**src/common/pwk_regs.svh**
```systemverilog
// constants for the host bus port, interrupt and wake pins
// Notes on behaviour
// - interrupt line low while any event flag set
// - host holds reset at least 100 us
// - all pins released during reset
// - everything sampled and driven on clock rise
// - bus clock 20 to 33 MHz for network; PWK_CLK_MHZ here is 50
// - request asserted when master access needed
// - grant gives ownership, starts master transfer
// - power event pulls wake line low
// - control bit 18 enters wake-on-network mode
// - magic packet in wake mode asserts wake
// - bit 17 selects first or second protocol
// - 32 shared address/data lines, two phases
`ifndef PWK_REGS_SVH
`define PWK_REGS_SVH
`define PWK_CLK_MHZ 50
`define PWK_RESET_US 100
`define PWK_RESET_CYC (`PWK_RESET_US * `PWK_CLK_MHZ)
`define PWK_WAKE_ENABLE_BIT 18
`define PWK_WAKE_PROTO_BIT 17
`define PWK_PULSE_CYC 8'h10
`define PWK_EVT_WIDTH 4
`define PWK_AD_WIDTH 32
`endif

```
**src/common/pwk_pkg.sv**
```systemverilog
// types shared by both ends of the host bus port
package pwk_pkg;
  typedef enum logic [1:0] {PWK_IDLE = 2'b00, PWK_REQ = 2'b01, PWK_ADDR = 2'b11, PWK_DATA = 2'b10} pwk_state_t;
  typedef logic [31:0] pwk_word_t;
endpackage

```
**src/common/pwk_bus_if.sv**
```systemverilog
// pin-level link between controller and host side
`timescale 1ns/10ps
interface pwk_bus_if;
  logic [31:0] adDev;
  logic adDevOe;
  logic [31:0] adHost;
  logic adHostOe;
  logic reqN;
  logic reqOe;
  logic gntN;
  logic intOut;
  logic intOe;
  logic pmeOut;
  logic pmeOe;
  logic rstBus;
  wire [31:0] adLine = adDevOe ? adDev : (adHostOe ? adHost : 32'h0000_0000);
  wire intLineN = !(intOe && !intOut);
  wire pmeLineN = !(pmeOe && !pmeOut);
  wire reqLineN = reqOe ? reqN : 1'b1;
  modport dev (output adDev, adDevOe, reqN, reqOe, intOut, intOe, pmeOut, pmeOe,
    input adLine, gntN, rstBus);
  modport host (output adHost, adHostOe, gntN, rstBus,
    input adLine, reqLineN, intLineN, pmeLineN);
endinterface

```
**src/design/pwk_device.sv**
```systemverilog
// controller end: master request, interrupt and wake pins
`timescale 1ns/10ps
`include "pwk_regs.svh"
module pwk_device
  import pwk_pkg::*;
(
  input wire logic clk_sys,
  input wire logic rst,
  pwk_bus_if.dev bus,
  input wire logic [`PWK_EVT_WIDTH-1:0] eventSet,
  input wire logic [`PWK_EVT_WIDTH-1:0] eventClear,
  input wire logic [31:0] powerControlWrite,
  input wire logic powerControlLoad,
  input wire logic magicPacket,
  input wire logic masterNeed,
  input wire logic [31:0] masterAddr,
  input wire logic [31:0] masterData,
  output logic masterDone,
  output logic [31:0] powerControlRegister,
  output logic [`PWK_EVT_WIDTH-1:0] eventFlags
);
  pwk_state_t state;
  pwk_state_t next_state;
  logic [7:0] pulseCnt;
  logic [7:0] next_pulseCnt;
  logic wakeHold;
  logic next_wakeHold;
  logic [31:0] adOut;
  logic [31:0] next_adOut;
  logic adOe;
  logic next_adOe;
  logic reqActive;
  logic next_reqActive;
  logic next_masterDone;
  logic [31:0] next_powerControl;
  wire [`PWK_EVT_WIDTH-1:0] next_eventFlags;
  wire busReset = rst || bus.rstBus;
  wire wakeEnable = powerControlRegister[`PWK_WAKE_ENABLE_BIT];
  wire wakeProto = powerControlRegister[`PWK_WAKE_PROTO_BIT];
  wire granted = !bus.gntN;
  wire wakeFire = wakeEnable && magicPacket;
  wire wakeClear = bus.rstBus || !wakeEnable;
  wire pulseRunning = pulseCnt != 8'h00;
  wire wakeAsserted = wakeProto ? wakeHold : pulseRunning;
  // bit 17 clear gives a fixed pulse, bit 17 set latches until disabled or bus reset
  wire enterAddr = next_state == PWK_ADDR;
  wire enterData = next_state == PWK_DATA;
  wire enterReq = next_state == PWK_REQ;
  wire inData = state == PWK_DATA;
  assign next_powerControl = powerControlLoad ? powerControlWrite : powerControlRegister;
  always_ff @(posedge clk_sys or posedge rst)
  begin
    if (rst)
    begin
      powerControlRegister <= 32'h0000_0000;
    end
    else
    begin
      powerControlRegister <= next_powerControl;
    end
  end
  genvar i;
  generate
    for (i = 0; i < `PWK_EVT_WIDTH; i++)
    begin : g_evt
      // set beats clear so a coincident event is not lost
      assign next_eventFlags[i] = bus.rstBus ? 1'b0 : (eventSet[i] ? 1'b1 : (eventClear[i] ? 1'b0 : eventFlags[i]));
      always_ff @(posedge clk_sys or posedge rst)
      begin
        if (rst)
        begin
          eventFlags[i] <= 1'b0;
        end
        else
        begin
          eventFlags[i] <= next_eventFlags[i];
        end
      end
    end
  endgenerate
  assign next_wakeHold = wakeClear ? 1'b0 : (wakeHold || wakeFire);
  assign next_pulseCnt = wakeClear ? 8'h00 : (wakeFire ? `PWK_PULSE_CYC : (pulseRunning ? pulseCnt - 8'h01 : pulseCnt));
  always_ff @(posedge clk_sys or posedge rst)
  begin
    if (rst)
    begin
      wakeHold <= 1'b0;
    end
    else
    begin
      wakeHold <= next_wakeHold;
    end
  end
  always_ff @(posedge clk_sys or posedge rst)
  begin
    if (rst)
    begin
      pulseCnt <= 8'h00;
    end
    else
    begin
      pulseCnt <= next_pulseCnt;
    end
  end
  always_comb
  begin
    next_state = state;
    case (state)
      PWK_IDLE:
      begin
        if (masterNeed)
        begin
          next_state = PWK_REQ;
        end
      end
      PWK_REQ:
      begin
        if (granted)
        begin
          next_state = PWK_ADDR;
        end
      end
      PWK_ADDR:
      begin
        next_state = PWK_DATA;
      end
      PWK_DATA:
      begin
        if (masterNeed)
        begin
          next_state = PWK_REQ;
        end
        else
        begin
          next_state = PWK_IDLE;
        end
      end
      default:
      begin
        next_state = PWK_IDLE;
      end
    endcase
  end
  always_ff @(posedge clk_sys or posedge rst)
  begin
    if (rst)
    begin
      state <= PWK_IDLE;
    end
    else
    begin
      state <= bus.rstBus ? PWK_IDLE : next_state;
    end
  end
  // registered pin drive keeps outputs glitch free
  assign next_adOut = enterAddr ? masterAddr : masterData;
  assign next_adOe = !bus.rstBus && (enterAddr || enterData);
  assign next_reqActive = !bus.rstBus && enterReq;
  assign next_masterDone = !bus.rstBus && inData;
  always_ff @(posedge clk_sys or posedge rst)
  begin
    if (rst)
    begin
      adOut <= 32'h0000_0000;
    end
    else
    begin
      adOut <= next_adOut;
    end
  end
  always_ff @(posedge clk_sys or posedge rst)
  begin
    if (rst)
    begin
      adOe <= 1'b0;
    end
    else
    begin
      adOe <= next_adOe;
    end
  end
  always_ff @(posedge clk_sys or posedge rst)
  begin
    if (rst)
    begin
      reqActive <= 1'b0;
    end
    else
    begin
      reqActive <= next_reqActive;
    end
  end
  always_ff @(posedge clk_sys or posedge rst)
  begin
    if (rst)
    begin
      masterDone <= 1'b0;
    end
    else
    begin
      masterDone <= next_masterDone;
    end
  end
  assign bus.adDev = adOut;
  assign bus.adDevOe = adOe && !busReset;
  assign bus.reqN = !reqActive;
  assign bus.reqOe = !busReset;
  assign bus.intOut = 1'b0;
  assign bus.intOe = (|eventFlags) && !busReset;
  assign bus.pmeOut = 1'b0;
  assign bus.pmeOe = wakeAsserted && !busReset;
endmodule // pwk_device

```
**src/flat_wrapper.sv**
```systemverilog
// flat-port wrapper written by rule: the top's interface ports become plain ports
module pwk_device_flat import pwk_pkg::*;
  (clk_sys, rst, eventSet, eventClear, powerControlWrite, powerControlLoad, magicPacket, masterNeed, masterAddr, masterData, masterDone, powerControlRegister, eventFlags, bus_adDev, bus_adDevOe, bus_reqN, bus_reqOe, bus_intOut, bus_intOe, bus_pmeOut, bus_pmeOe, bus_gntN, bus_rstBus);
  pwk_bus_if bus_i ();
  input wire logic clk_sys;
  input wire logic rst;
  input wire logic [`PWK_EVT_WIDTH-1:0] eventSet;
  input wire logic [`PWK_EVT_WIDTH-1:0] eventClear;
  input wire logic [31:0] powerControlWrite;
  input wire logic powerControlLoad;
  input wire logic magicPacket;
  input wire logic masterNeed;
  input wire logic [31:0] masterAddr;
  input wire logic [31:0] masterData;
  output logic masterDone;
  output logic [31:0] powerControlRegister;
  output logic [`PWK_EVT_WIDTH-1:0] eventFlags;
  output wire logic [$bits(bus_i.adDev)-1:0] bus_adDev;
  output wire logic [$bits(bus_i.adDevOe)-1:0] bus_adDevOe;
  output wire logic [$bits(bus_i.reqN)-1:0] bus_reqN;
  output wire logic [$bits(bus_i.reqOe)-1:0] bus_reqOe;
  output wire logic [$bits(bus_i.intOut)-1:0] bus_intOut;
  output wire logic [$bits(bus_i.intOe)-1:0] bus_intOe;
  output wire logic [$bits(bus_i.pmeOut)-1:0] bus_pmeOut;
  output wire logic [$bits(bus_i.pmeOe)-1:0] bus_pmeOe;
  input wire logic [$bits(bus_i.gntN)-1:0] bus_gntN;
  input wire logic [$bits(bus_i.rstBus)-1:0] bus_rstBus;
  assign bus_adDev = bus_i.adDev;
  assign bus_adDevOe = bus_i.adDevOe;
  assign bus_reqN = bus_i.reqN;
  assign bus_reqOe = bus_i.reqOe;
  assign bus_intOut = bus_i.intOut;
  assign bus_intOe = bus_i.intOe;
  assign bus_pmeOut = bus_i.pmeOut;
  assign bus_pmeOe = bus_i.pmeOe;
  assign bus_i.gntN = bus_gntN;
  assign bus_i.rstBus = bus_rstBus;
  pwk_device u_core (.clk_sys(clk_sys), .rst(rst), .bus(bus_i), .eventSet(eventSet), .eventClear(eventClear), .powerControlWrite(powerControlWrite), .powerControlLoad(powerControlLoad), .magicPacket(magicPacket), .masterNeed(masterNeed), .masterAddr(masterAddr), .masterData(masterData), .masterDone(masterDone), .powerControlRegister(powerControlRegister), .eventFlags(eventFlags));
endmodule
```
**config.mk**
```make
export PLATFORM = sky130hd
export DESIGN_NAME = pwk_device_flat
export DESIGN_NICKNAME = d
export VERILOG_FILES = /design/src/common/pwk_pkg.sv /design/src/common/pwk_bus_if.sv /design/src/design/pwk_device.sv /design/src/flat_wrapper.sv
export VERILOG_INCLUDE_DIRS = /design/src /design/src/common
export SDC_FILE = /design/constraint.sdc
export NUM_CORES = 1
export LEC_CHECK = 0
export BUFFER_PORTS_ARGS = -buffer_cell sky130_fd_sc_hd__buf_2
export CORE_MARGIN = 3
export CORE_UTILIZATION = 30
export DETAILED_ROUTE_END_ITERATION = 8
export GPL_TIMING_DRIVEN = 0
export PLACE_DENSITY = 0.65
export SETUP_SLACK_MARGIN = 0.5
export SLEW_MARGIN = 20
export SYNTH_ARGS = -nofsm -noshare
export SYNTH_HDL_FRONTEND = slang
export SYNTH_SLANG_ARGS = --single-unit
```
**constraint.sdc**
```tcl
create_clock -name clk_sys -period 3.4 [get_ports clk_sys]
set_clock_uncertainty 0.2 [all_clocks]
set_input_delay 0.85 -clock clk_sys [delete_from_list [all_inputs] [get_ports clk_sys]]
set_output_delay 0.85 -clock clk_sys [all_outputs]
set_load 0.1 [all_outputs]
```
==> summary.txt <==
Clock network
  – H-tree depth: 3
  – CTS Root Cell: clkbuf_8
  – CTS Buf Count: 9
  – CTS tree: done
  – Skew-Pair Late Insertion Delay: 0.34 ns
  – Worst-path clk slew: 0.08 ns
  – CTS sink cnt: 82
  – Max clock buf depth: 2

Layout
  – Diode count: 0
  – Layout Nets: 548
  – Final Cell Area: slightly below 5000 um^2
  – Share of cells above drive strength 1: ~70%
  – Layout fillers: 970
  – Area Growth Syn to Fin: 48.6%
  – Final core utilization: a little under half

STA
  – Final setup fails: 0
  – Final Max Slew Viols: 0
  – Worst Tran Pin Value: 0.581 ns
  – Final period util: 88.0%
  – Final hold vios: 0
  – Setup tns final: 0 ns
  – RSZ-0062 raised after global routing: yes
  – Slew HR: approximately three fifths
  – Final min period: 2.99 ns
  – Highest Clock Rate: 0.334 GHz
  – Hold Slack: roughly 0.28 ns
  – PnR worst setup slack: 0.407 ns

Synth
  – Top cells by count, synth: 82 x dfrtp_1, 64 x mux2_2, 11 x inv_1
  – Cell with the most instances after synthesis: dfrtp_1
  – Seq/Total Area, Yosys: 63.3%
  – Gate Count Post-Synth: 229
  – Most common flop cell mapped by yosys: dfrtp_1
  – Async SR Flop Fraction: 100%
  – Dominant cell type by area after synthesis: dfrtp_1
  – Post-synth top area share: around 63%
  – Post-synth cell types: 32
  – Synthesized area per cell: about 14 um^2
  – EDFF count, synth: 0
  – Ys Warns: 0
  – Top cells by area, synth: dfrtp_1 63%, mux2_2 22%, a21oi_1 1.4%
  – #FFs+latches synth: 82
  – Synthesized area: 3240 um^2

Global routing
  – Pin count of the biggest net entering global routing: 33
  – Initial antenna violation count: 0
  – Total GRT Usage: 13.2%
  – Vias in the first global route: ~2,500
  – GRT Residual Overflow: 0
  – First-pass GRT wire length: approximately 12 mm

Die
  – Die width: around 110 um
  – Die Span Y: approximately 110 um
  – Initial core utilization: between 30 and 40%
  – Ports: 187
  – FP Rows: 37
  – Area of the core: between 10,000 and 15,000 um^2
  – Die area: around 12,000 um^2

Route
  – DRT Pass-1 Iters: 4
  – DR DRC count: 0
  – Iter 0 DRT Violations: 38
  – Vias/cell: 4.44
  – Antenna-violating nets left: 0
  – Total number of vias: around 2,600
  – Routed wire length: 8.18 mm
  – WL/cell: roughly 14 um

Setup path
  – Startpoint Class: flip-flop
  – Slowest cell delay on critical path: roughly 0.56 ns
  – CP endpoint kind: output port
  – Cells along the critical path: or4_4, buf_8, o311a_4, buf_12
  – Worst path slowest cell: or4_4
  – WP data arrival: 1.94 ns
  – Setup Crit Path Kind: reg2out
  – Worst EP required: 2.35 ns
  – Crit path max fanout: 2

Power
  – Static leakage: around 2.4 nW
  – Cell Pwr Density: 603 nW/um^2
  – Worst vdd ir: 0.000194 V

Placement
  – Post-DP HPWL: between 6 and 7 mm
  – Buffers on Ports: 183
  – Setup WS pre-CTS: 0.358 ns
  – DP Area: 4430 um^2
  – Final GP Congestion: 0.752

Hold path
  – Worst hold path type: reg2reg

Status
  – Status: finished clean

Job
  – Max Cap Violations: 0
[stage by stage]
stage                     power (mW)  cells
final                           2.90    577
after global routing            3.03    577
after CTS                       2.94    576
after detailed placement        2.02    552
after global placement          2.00    549
after floorplan                 1.83    230
[per-layer routing]
| metal | vias to the layer above | part of all wire [%] | wire length, um | GRT usage, % |
|---|---|---|---|---|
| li1 | 1202 | - | - | - |
| met1 | 1224 | 38 | 3150 | 15.2 |
| met2 | 123 | 50 | 4120 | 21.9 |
| met3 | 11 | 9.7 | 797 | 4.93 |
| met4 | 0 | 1.4 | 116 | 5.70 |
| met5 | - | 0 | 0 | 0 |
[power breakdown]
group | total [mW] | internal, mW | switching [mW]
sequential | 1.09 | 1.05 | 0.0343
clock | 0.868 | 0.526 | 0.342
combinational | 0.949 | 0.226 | 0.724
[final timing paths]
path	startpoint	end	slack (ns)	cells after the start
setup / recovery	u_core.pulseCnt[3]	bus_pmeOe	0.41	4
hold / removal	u_core.wakeHold	u_core.wakeHold	0.28	1
setup reg to reg	u_core.pulseCnt[3]	u_core.pulseCnt[7]	1.43	4
hold reg to reg	u_core.wakeHold	u_core.wakeHold	0.28	1
max in group asynchronous	rst	u_core.bus.adDev[0]	2.13	4
min in group asynchronous	rst	u_core.eventFlags[1]	0.30	2
[sequential cells by signal (all words and copies together) (netlist names)]
name / cells
u_core.pulseCnt: 8
u_core.wakeHold: 1
u_core.masterDone: 1
u_core.state: 2
u_core.eventFlags: 4
u_core.powerControlRegister: 32
u_core.reqActive: 1
u_core.adOe: 1
u_core.bus.adDev: 32
[layout by cell type (no fill, tap or decap), types with 3 or more instances in the layout]
cell type / instances
a21oi_1: 9
buf_1: 3
buf_12: 3
buf_2: 184
buf_4: 12
bufinv_16: 3
clkbuf_8: 11
dfrtp_1: 77
dfrtp_2: 5
inv_1: 8
mux2_2: 64
nor2_1: 5
nor2b_1: 3
nor3_1: 5
nor3b_1: 4
o21a_1: 3
o21ai_0: 7
[logic make-up (layout without fill, tap and decap cells)]
kind of cell,after synthesis,after routing,share of synthesized area (%)
DFF,82,82,63.3
AOI/OAI and AO/OA,23,23,4.21
other,1,2,0.116
buffers and inverters,23,234,3.01
adders and majority gates,1,1,0.386
xor gates and xnor gates,1,1,0.270
muxes,64,64,22.2
and+or+nand+nor,34,34,6.48
[final cells by class]
type | instances | area, um^2 | area share, %
Inverter | 11 | 45.0 | 0.935
Sequential cell | 82 | 2060 | 42.7
Clock buffer | 11 | 151 | 3.14
Buffer | 12 | 80.1 | 1.66
Tap cell | 136 | 170 | 3.53
Timing Repair Buffer | 195 | 1070 | 22.2
Clock inverter | 5 | 100 | 2.08
Multi-Input combinational cell | 125 | 1140 | 23.7
[what timing repair did]
item | 4_1_cts | 5_1_grt
cloned | 0 | 0
resized for setup | 18 | 2
hold buffers | 0 | 0
pin swaps | 2 | 0
setup buffers | 8 | 1
setup endpoints to repair | 2 | 1
[worst max-delay path, delay by kind of cell, from the launching register on]
kind | cells | cell delay, ns
and+or+nand+nor | 1 | 0.56
DFF | 1 | 0.38
AOI/OAI and AO/OA | 1 | 0.35
buffers and inverters | 2 | 0.31
No activity file was read; power rests on OpenSTA's default activity.
